### src/dhs_consts.svh
/*
 constants for the driver diagnostic and high-speed mode block.
 assumes inclusion by bare name from the short guard, the diagnostic top and the bench.
*/
`ifndef DHS_CONSTS_SVH
`define DHS_CONSTS_SVH
`define DHS_ADR_CTRL 8'h00
`define DHS_ADR_HVLIM 8'h04
`define DHS_ADR_PWMLIM 8'h08
`define DHS_ADR_STATUS 8'h0C
`define DHS_ADR_IRQ_ST 8'h10
`define DHS_ADR_IRQ_MASK 8'h14
`define DHS_ADR_STEP 8'h18
`define DHS_CTRL_FS 0
`define DHS_CTRL_CHM 1
`define DHS_CTRL_PWM 2
`define DHS_CTRL_EN 3
`define DHS_CTRL_TOFF_LO 4
`define DHS_CTRL_TOFF_HI 7
`define DHS_CTRL_RST 32'h0000_0000
`define DHS_PER_RST 20'hF_FFFF
`define DHS_ST_OTPW 0
`define DHS_ST_OT 1
`define DHS_ST_SA 2
`define DHS_ST_SB 3
`define DHS_ST_OLA 4
`define DHS_ST_OLB 5
`define DHS_ST_FS 6
`define DHS_ST_CHM 7
`define DHS_ST_PWM 8
`define DHS_NSTAT 9
`define DHS_NIRQ 6
`define DHS_RETRIES 2'h3
`define DHS_POS_45 8'h80
`define DHS_PIN_IDLE 6'h30
`endif

### src/dhs_pkg.sv
/*
 types for the driver diagnostic and high-speed mode block.
 assumes nothing beyond a sv compiler.
*/
package dhs_pkg;
  typedef enum logic [1:0] {
    DHS_S_RUN = 2'b00,
    DHS_S_RETRY = 2'b01,
    DHS_S_OFF = 2'b10
  } dhs_short_t;
endpackage

### src/dhs_short_if.sv
/*
 interface between the diagnostic top and the per-coil short guard.
 assumes one guard instance per coil on the same clock.
*/
`timescale 1ns/1ps
interface dhs_short_if;
  logic det;
  logic restart;
  logic bridge_off;
  logic flag;
  modport guard (input det, input restart, output bridge_off, output flag);
  modport top (output det, output restart, input bridge_off, input flag);
endinterface

### src/dhs_short_guard.sv
/*
 per-coil short-to-ground guard with retry count and latched shutdown.
 assumes det is already synchronised and restart is a one-cycle pulse.
*/
`timescale 1ns/1ps
`include "dhs_consts.svh"
module dhs_short_guard (
  input wire logic clk,
  input wire logic nrst,
  dhs_short_if.guard s
);
  dhs_pkg::dhs_short_t state_r;
  logic [1:0] tries_r;
  logic det_d_r;
  wire det_rise = s.det & ~det_d_r;

  always_ff @(posedge clk) begin
    if (!nrst) begin
      det_d_r <= 1'b0;
    end else begin
      det_d_r <= s.det;
    end
  end

  always_ff @(posedge clk) begin
    if (!nrst) begin
      state_r <= dhs_pkg::DHS_S_RUN;
      tries_r <= 2'h0;
    end else begin
      unique case (state_r)
        dhs_pkg::DHS_S_RUN: begin
          tries_r <= 2'h0;
          if (det_rise) begin
            state_r <= dhs_pkg::DHS_S_RETRY;
          end
        end
        dhs_pkg::DHS_S_RETRY: begin
          if (det_rise) begin
            if (tries_r == `DHS_RETRIES - 2'h1) begin
              state_r <= dhs_pkg::DHS_S_OFF;
            end else begin
              tries_r <= tries_r + 2'h1;
            end
          end
        end
        dhs_pkg::DHS_S_OFF: begin
          if (s.restart) begin
            state_r <= dhs_pkg::DHS_S_RUN;
          end
        end
        default: state_r <= dhs_pkg::DHS_S_RUN;
      endcase
      if (s.restart && state_r != dhs_pkg::DHS_S_OFF) begin
        state_r <= dhs_pkg::DHS_S_RUN;
      end
    end
  end

  assign s.bridge_off = (state_r == dhs_pkg::DHS_S_OFF);
  assign s.flag = (state_r == dhs_pkg::DHS_S_OFF);
endmodule

### src/dhs_diag_top.sv
/*
 high-speed mode switching and driver diagnostic flags with wishbone registers.
 assumes classic wishbone master on clk; sensor pins are asynchronous.
*/
// The Wishbone slave port and the register addresses were chosen for this implementation.
`timescale 1ns/1ps
`include "dhs_consts.svh"
module dhs_diag_top (
  input wire logic clk,
  input wire logic nrst,
  input wire logic wb_cyc_i,
  input wire logic wb_stb_i,
  input wire logic wb_we_i,
  input wire logic [7:0] wb_adr_i,
  input wire logic [3:0] wb_sel_i,
  input wire logic [31:0] wb_dat_i,
  output logic [31:0] wb_dat_o,
  output logic wb_ack_o,
  input wire logic [19:0] measured_step_period,
  input wire logic standstill,
  input wire logic [7:0] mstep_pos,
  input wire logic [7:0] table_current_a,
  input wire logic [7:0] table_current_b,
  input wire logic [7:0] table_current_45,
  input wire logic temp_warn_pin,
  input wire logic temp_shut_pin,
  input wire logic short_a_pin,
  input wire logic short_b_pin,
  input wire logic reached_a_pin,
  input wire logic reached_b_pin,
  output logic fullstep_active,
  output logic [7:0] target_current_a,
  output logic [7:0] target_current_b,
  output logic chopper_select,
  output logic fast_decay_zero,
  output logic [4:0] off_time,
  output logic pwm_active,
  output logic stall_use_high_speed,
  output logic bridge_a_on,
  output logic bridge_b_on,
  output logic irq
);
  logic [31:0] ctrl_r;
  logic [19:0] high_velocity_limit_r;
  logic [19:0] pwm_velocity_limit_r;
  logic [`DHS_NIRQ-1:0] irq_st_r;
  logic [`DHS_NIRQ-1:0] irq_mask_r;
  logic [`DHS_NIRQ-1:0] ev;
  logic [`DHS_NIRQ-1:0] flags_d_r;
  logic [`DHS_NIRQ-1:0] w1c;
  logic [`DHS_NSTAT-1:0] driver_status_word;
  logic [5:0] s1_r;
  logic [5:0] s2_r;
  logic [5:0] s3_r;
  logic [5:0] clean_r;
  logic otpw_r;
  logic thermal_shutdown_flag_r;
  logic ola_r;
  logic olb_r;
  logic fs_r;
  logic en_d_r;
  logic restart;
  logic high_vel;
  logic chm_on;
  logic coil_a_short_flag;
  logic coil_b_short_flag;
  logic wb_req;
  logic [31:0] rd;
  dhs_short_if sa();
  dhs_short_if sb();

  // three-stage sampling; a change counts once stages two and three agree
  always_ff @(posedge clk) begin
    if (!nrst) begin
      // start at the pins' idle levels so that no false edge follows reset
      s1_r <= `DHS_PIN_IDLE;
      s2_r <= `DHS_PIN_IDLE;
      s3_r <= `DHS_PIN_IDLE;
      clean_r <= `DHS_PIN_IDLE;
    end else begin
      s1_r <= {reached_b_pin, reached_a_pin, short_b_pin, short_a_pin,
               temp_shut_pin, temp_warn_pin};
      s2_r <= s1_r;
      s3_r <= s2_r;
      for (int i = 0; i < 6; i++) begin
        if (s2_r[i] == s3_r[i]) begin
          clean_r[i] <= s3_r[i];
        end
      end
    end
  end

  assign high_vel = (measured_step_period <= high_velocity_limit_r);
  assign chm_on = ctrl_r[`DHS_CTRL_CHM] & high_vel;

  // fullstep entry only at 45 degree point, leaves when speed drops
  always_ff @(posedge clk) begin
    if (!nrst) begin
      fs_r <= 1'b0;
    end else if (!(ctrl_r[`DHS_CTRL_FS] && high_vel)) begin
      fs_r <= 1'b0;
    end else if (mstep_pos == `DHS_POS_45) begin
      fs_r <= 1'b1;
    end
  end

  always_ff @(posedge clk) begin
    if (!nrst) begin
      target_current_a <= 8'h00;
      target_current_b <= 8'h00;
      chopper_select <= 1'b0;
      fast_decay_zero <= 1'b0;
      off_time <= 5'h00;
      pwm_active <= 1'b0;
    end else begin
      target_current_a <= fs_r ? table_current_45 : table_current_a;
      target_current_b <= fs_r ? table_current_45 : table_current_b;
      chopper_select <= chm_on;
      fast_decay_zero <= chm_on;
      off_time <= chm_on ? {ctrl_r[`DHS_CTRL_TOFF_HI:`DHS_CTRL_TOFF_LO], 1'b0}
                         : {1'b0, ctrl_r[`DHS_CTRL_TOFF_HI:`DHS_CTRL_TOFF_LO]};
      // host raises the enable only at standstill
      pwm_active <= ctrl_r[`DHS_CTRL_PWM] & ~high_vel
                    & (measured_step_period >= pwm_velocity_limit_r);
    end
  end

  assign fullstep_active = fs_r;
  assign stall_use_high_speed = fs_r;

  // thermal: shutdown latches until pre-warning clears
  always_ff @(posedge clk) begin
    if (!nrst) begin
      otpw_r <= 1'b0;
      thermal_shutdown_flag_r <= 1'b0;
    end else begin
      otpw_r <= clean_r[0];
      if (clean_r[1]) begin
        thermal_shutdown_flag_r <= 1'b1;
      end else if (!clean_r[0]) begin
        thermal_shutdown_flag_r <= 1'b0;
      end
    end
  end

  // restart pulse on driver enable rising edge after a disable
  always_ff @(posedge clk) begin
    if (!nrst) begin
      en_d_r <= 1'b0;
    end else begin
      en_d_r <= ctrl_r[`DHS_CTRL_EN];
    end
  end
  assign restart = ctrl_r[`DHS_CTRL_EN] & ~en_d_r;

  assign sa.det = clean_r[2];
  assign sa.restart = restart;
  assign sb.det = clean_r[3];
  assign sb.restart = restart;
  dhs_short_guard u_guard_a (.clk(clk), .nrst(nrst), .s(sa));
  dhs_short_guard u_guard_b (.clk(clk), .nrst(nrst), .s(sb));
  assign coil_a_short_flag = sa.flag;
  assign coil_b_short_flag = sb.flag;

  // open load: not judged at standstill, flags only
  always_ff @(posedge clk) begin
    if (!nrst) begin
      ola_r <= 1'b0;
      olb_r <= 1'b0;
    end else if (!standstill) begin
      ola_r <= ~clean_r[4];
      olb_r <= ~clean_r[5];
    end
  end
  // host reads open load only at low or nominal speed

  // open-load flags feed no stage control
  assign bridge_a_on = ctrl_r[`DHS_CTRL_EN] & ~thermal_shutdown_flag_r & ~sa.bridge_off;
  assign bridge_b_on = ctrl_r[`DHS_CTRL_EN] & ~thermal_shutdown_flag_r & ~sb.bridge_off;

  always_comb begin
    driver_status_word = '0;
    driver_status_word[`DHS_ST_OTPW] = otpw_r;
    driver_status_word[`DHS_ST_OT] = thermal_shutdown_flag_r;
    driver_status_word[`DHS_ST_SA] = coil_a_short_flag;
    driver_status_word[`DHS_ST_SB] = coil_b_short_flag;
    driver_status_word[`DHS_ST_OLA] = ola_r;
    driver_status_word[`DHS_ST_OLB] = olb_r;
    driver_status_word[`DHS_ST_FS] = fs_r;
    driver_status_word[`DHS_ST_CHM] = chopper_select;
    driver_status_word[`DHS_ST_PWM] = pwm_active;
  end

  // interrupt events on rising flags, set wins over write-one clear
  always_ff @(posedge clk) begin
    if (!nrst) begin
      flags_d_r <= '0;
    end else begin
      flags_d_r <= driver_status_word[`DHS_NIRQ-1:0];
    end
  end
  assign ev = driver_status_word[`DHS_NIRQ-1:0] & ~flags_d_r;

  assign wb_req = wb_cyc_i & wb_stb_i & ~wb_ack_o;
  assign w1c = (wb_req && wb_we_i && wb_adr_i == `DHS_ADR_IRQ_ST && wb_sel_i[0])
               ? wb_dat_i[`DHS_NIRQ-1:0] : '0;

  always_ff @(posedge clk) begin
    if (!nrst) begin
      irq_st_r <= '0;
    end else begin
      irq_st_r <= (irq_st_r & ~w1c) | ev;
    end
  end
  assign irq = |(irq_st_r & irq_mask_r);

  // register writes
  always_ff @(posedge clk) begin
    if (!nrst) begin
      ctrl_r <= `DHS_CTRL_RST;
      high_velocity_limit_r <= '0;
      pwm_velocity_limit_r <= `DHS_PER_RST;
      irq_mask_r <= '0;
    end else if (wb_req && wb_we_i) begin
      for (int b = 0; b < 4; b++) begin
        if (wb_sel_i[b]) begin
          unique case (wb_adr_i)
            `DHS_ADR_CTRL: ctrl_r[b*8+:8] <= wb_dat_i[b*8+:8];
            default: ;
          endcase
        end
      end
      if (wb_adr_i == `DHS_ADR_HVLIM) begin
        if (wb_sel_i[0]) high_velocity_limit_r[7:0] <= wb_dat_i[7:0];
        if (wb_sel_i[1]) high_velocity_limit_r[15:8] <= wb_dat_i[15:8];
        if (wb_sel_i[2]) high_velocity_limit_r[19:16] <= wb_dat_i[19:16];
      end
      if (wb_adr_i == `DHS_ADR_PWMLIM) begin
        if (wb_sel_i[0]) pwm_velocity_limit_r[7:0] <= wb_dat_i[7:0];
        if (wb_sel_i[1]) pwm_velocity_limit_r[15:8] <= wb_dat_i[15:8];
        if (wb_sel_i[2]) pwm_velocity_limit_r[19:16] <= wb_dat_i[19:16];
      end
      if (wb_adr_i == `DHS_ADR_IRQ_MASK && wb_sel_i[0]) begin
        irq_mask_r <= wb_dat_i[`DHS_NIRQ-1:0];
      end
    end
  end

  always_comb begin
    rd = 32'h0000_0000;
    unique case (wb_adr_i)
      `DHS_ADR_CTRL: rd = {24'h00_0000, ctrl_r[7:0]};
      `DHS_ADR_HVLIM: rd = {12'h000, high_velocity_limit_r};
      `DHS_ADR_PWMLIM: rd = {12'h000, pwm_velocity_limit_r};
      `DHS_ADR_STATUS: rd = {23'h00_0000, driver_status_word};
      `DHS_ADR_IRQ_ST: rd = {26'h000_0000, irq_st_r};
      `DHS_ADR_IRQ_MASK: rd = {26'h000_0000, irq_mask_r};
      `DHS_ADR_STEP: rd = {12'h000, measured_step_period};
      default: rd = 32'h0000_0000;
    endcase
  end

  always_ff @(posedge clk) begin
    if (!nrst) begin
      wb_ack_o <= 1'b0;
      wb_dat_o <= 32'h0000_0000;
    end else begin
      wb_ack_o <= wb_req;
      if (wb_req && !wb_we_i) begin
        wb_dat_o <= rd;
      end
    end
  end
endmodule

### config.mk
export PLATFORM = sky130hd
export DESIGN_NAME = dhs_diag_top
export DESIGN_NICKNAME = d
export VERILOG_FILES = /design/src/dhs_pkg.sv /design/src/dhs_short_if.sv /design/src/dhs_short_guard.sv /design/src/dhs_diag_top.sv
export VERILOG_INCLUDE_DIRS = /design/src
export SDC_FILE = /design/constraint.sdc
export NUM_CORES = 1
export LEC_CHECK = 0
export ABC_AREA = 0
export BUFFER_PORTS_ARGS = -buffer_cell sky130_fd_sc_hd__buf_2
export CELL_PAD_IN_SITES_DETAIL_PLACEMENT = 1
export CELL_PAD_IN_SITES_GLOBAL_PLACEMENT = 1
export CORE_UTILIZATION = 36
export CTS_CLUSTER_DIAMETER = 30
export CTS_CLUSTER_SIZE = 12
export DETAILED_ROUTE_END_ITERATION = 10
export PLACE_DENSITY = 0.86
export SLEW_MARGIN = 20
export SYNTH_ARGS = -nofsm -noshare
export SYNTH_HDL_FRONTEND = slang
export SYNTH_SLANG_ARGS = --single-unit
### constraint.sdc
create_clock -name clk -period 1.8 [get_ports clk]
set_input_delay 0.09 -clock clk [delete_from_list [all_inputs] [get_ports clk]]
set_output_delay 0.09 -clock clk [all_outputs]
set_load 0.01 [all_outputs]
==> summary.txt <==
STA
  – Tcrit/Tclk final: 127%
  – Final Setup Violations: 8
  – Worst hold slack: 0.0262 ns
  – Tmin final: 2.29 ns
  – Worst setup margin: -0.489 ns
  – Slew headroom: 62.4%
  – Worst-Margin Slew: 0.558 ns
  – RSZ-0062 raised after global routing: true
  – Final Hold Fails: 0
  – Clock Skews: 0.0235 ns
  – Slew Viols, Final: 0
  – Fmax: 437 MHz

Synth
  – Post-Syn Instances: 798
  – Yosys top cell by area: dfxtp_1
  – EDFF count, synth: 0
  – Sequential share of the synthesized area: 43.2%
  – Top_reg_cell synth: dfxtp_1
  – Asr flop ratio synth: 0%
  – Synth Warn #: 0
  – Top post-synthesis cells by area: dfxtp_1 (43%), ha_1 (7.6%), a21oi_1 (5.5%), mux2i_1 (4.7%), nand2_1 (4.5%)
  – Syn avg cell area: 8.71 sq um
  – Syn Std Cell Area: 6950 sq um
  – Top cell type's share of synthesized area: 43.2%
  – FF+latch count, synth: 150
  – Count of cell types in the netlist: 58

GRT
  – GRT Overall Usage: 28.4%
  – Largest net degree at the start of global routing: 42
  – Gr ovfl total: 0
  – Global-route wire length before repair: 42.7 mm
  – Initial antenna violation count: 2
  – Vias in the first global route: 7938

Pwr
  – Leakage: 4.17 nW
  – Peak supply drop: 0.727 mV
  – Power Dens Cells: 802 nW/um^2

Clock tree
  – Bufs on Longest Clock Path: 2
  – Worst skew pair latency: 0.45 ns
  – Clk root buf: clkbuf_16
  – Register clock-pin slew on the reported worst setup and hold paths: 0.07 ns
  – Clk sink count: 150
  – TritonCTS clock tree: done
  – Num CTS Buffers: 17
  – CTS H-tree depth: 4

Floorplan
  – I/O Pins: 170
  – # rows: 50
  – Die width: 141 um
  – Total die area: 19900 sq um
  – Core Box Area: 18800 sq um
  – Initial cell density of the core: 36.9%
  – Die H: 141 um

Drt
  – DR WL/cell: 21.9 um
  – Via density: 5.57
  – Antenna-violating nets left: 0
  – # DRC: 0
  – Routed via count: 7369
  – Iter 0 DRT Violations: 536
  – Total wire length: 29.0 mm
  – DRT Pass-1 Iters: 8

Critical path
  – Crit path DAT: 2.60 ns
  – CP Class: flop to flop
  – Setup crit start: high_velocity_limit_r[17]
  – Startpoint types: flop
  – Worst setup EP type: flop
  – CP required: 2.12 ns
  – R2R Path Start: high_velocity_limit_r[17]
  – Worst-path fanout max: 4

Finish
  – # fillers: 2220
  – Final net count: 1199
  – Layout cells sized above 1: 27.4%
  – P&R area growth vs syn: 39.9%

Job
  – # Max-Cap Violations: 0

Min path
  – HP Class: input port to flop
  – Hold Path Origin: measured_step_period[17]

Run status
  – Status: finished, violations left
  – Failing checks: setup timing

Placement
  – Pre-CTS WS: -0.387 ns
  – Detail Placement HPWL: 16.6 mm
  – Routability Congestion: 0.876
  – IO Port Bufs: 144
## worst max-delay path, stage by stage, from the launching register on
cell      delay (ns)
dfxtp_2         0.37
inv_1           0.09
ha_4            0.28
nand4_1         0.26
buf_4           0.24
nor3_2          0.25
a211oi_4        0.09
o211ai_4        0.15
mux2i_1         0.14
a311o_1         0.29
## what timing repair did
| action | in CTS | in global routing |
|---|---|---|
| endpoints found under the hold margin | 62 | 0 |
| setup endpoints to repair | 20 | 20 |
| gates cloned | 0 | 0 |
| gates resized for setup | 24 | 10 |
| buffers inserted | 4 | 2 |
| pin swaps | 8 | 5 |
| hold buffers | 60 | 0 |
## layout by cell type, fill, tap and decap left out, types with 3 or more instances in the layout
cell,n
inv_6,4
a22oi_1,9
a311o_1,3
inv_2,5
dfxtp_2,8
and2_1,23
dlygate4sd3_1,60
nor3_1,8
a211oi_1,3
nand2_1,78
a22o_1,5
buf_12,4
mux2i_1,33
nand2b_1,34
nand3_1,12
nor3_2,3
nor2_2,3
conb_1,12
buf_2,144
o21ai_0,49
clkinvlp_4,4
nand2_2,6
nor2_1,58
a222oi_1,8
inv_1,49
clkbuf_16,17
o22ai_1,12
buf_4,62
dfxtp_1,142
nand4_1,4
nor4_4,3
a21oi_1,76
ha_1,33
nor2b_1,8
ha_4,9
a21o_1,5
o211ai_1,20
## through the flow
step                      TNS [ns]  total power [mW]  util [%]  instances  cell area, sq um
after global placement       -1.80              3.95      44.2       1224              8320
after floorplan             -0.329              3.70         -        809              7020
final                        -3.24              7.80      51.7       1324              9730
after global routing         -3.79              8.02      51.7       1324              9730
after detailed placement     -3.22              3.97      44.2       1224              8320
after CTS                    -1.38              7.71      51.2       1320              9640
## metal layers
metal	routed length, um	up-vias	global-route usage, %
met5	0	-	0
met4	2040	0	19.5
met3	1980	159	6.45
met2	14400	419	49.8
met1	10600	3525	30.4
li1	-	3266	-
## flip-flops by register name, indices dropped and copies added, names as in the netlist, 5 cells and up
name                   count
wb_dat_o                  20
s3_r                       6
target_current_a           8
target_current_b           8
flags_d_r                  6
off_time                   5
s2_r                       6
clean_r                    6
irq_st_r                   6
s1_r                       6
high_velocity_limit_r     20
irq_mask_r                 6
ctrl_r                     8
pwm_velocity_limit_r      20
## report_power, final
| group | total [mW] | switching [mW] | internal (mW) |
|---|---|---|---|
| Clock | 3.71 | 1.64 | 2.07 |
| Combinational | 0.718 | 0.390 | 0.328 |
| Sequential | 3.37 | 0.0147 | 3.36 |
| Total | 7.80 | 2.04 | 5.76 |
## synthesized netlist by cell type (all sizes together), types with 2 or more instances
library cell    n
nand3          12
dfxtp         150
or3             2
a311o           3
o21ai          51
nor2           63
nor3b           2
nor4            4
nand2b         35
ha             42
a22oi           9
and2           24
o211ai         21
a32oi           2
buf            26
nor3           11
nor2b           8
a211oi          5
clkbuf         23
a21oi          76
a222oi          8
mux2i          33
mux4            2
mux2            2
and4            2
nor4b           2
a31oi           2
and3            2
nand4           4
a22o            5
a21o            5
inv            54
nand2          84
o22ai          12
## path summary, 6_finish.rpt
path                                      to  slack (ns)  depth (start not counted)
worst max-delay path             off_time[1]       -0.49                          9
worst min-delay path            wb_dat_o[17]        0.03                          3
worst min register to register       s2_r[4]        0.41                          1
worst max register to register   off_time[1]       -0.49                          9
## kinds of logic after synthesis
| kind of cell | count (synthesis) | synth area share, % |
|---|---|---|
| buffers and inverters | 103 | 6.44 |
| and+or+nand+nor | 260 | 19.1 |
| other | 1 | 0.0539 |
| DFF | 150 | 43.2 |
| muxes | 37 | 5.72 |
| adders and majority gates | 42 | 7.56 |
| AOI/OAI and AO/OA | 205 | 18.0 |
## layout make-up
| cell class | count | area (sq um) | share of cell area (%) |
|---|---|---|---|
| Sequential cell | 150 | 3010 | 31.0 |
| Tap cell | 260 | 325 | 3.34 |
| Clock buffer | 17 | 425 | 4.37 |
| Inverter | 54 | 203 | 2.08 |
| Timing Repair Buffer | 270 | 1870 | 19.2 |
| Clock inverter | 15 | 166 | 1.71 |
| Multi-Input combinational cell | 556 | 3720 | 38.3 |
| Antenna cell | 2 | 5.00 | 0.0514 |
(Power assumes the default switching activity.)
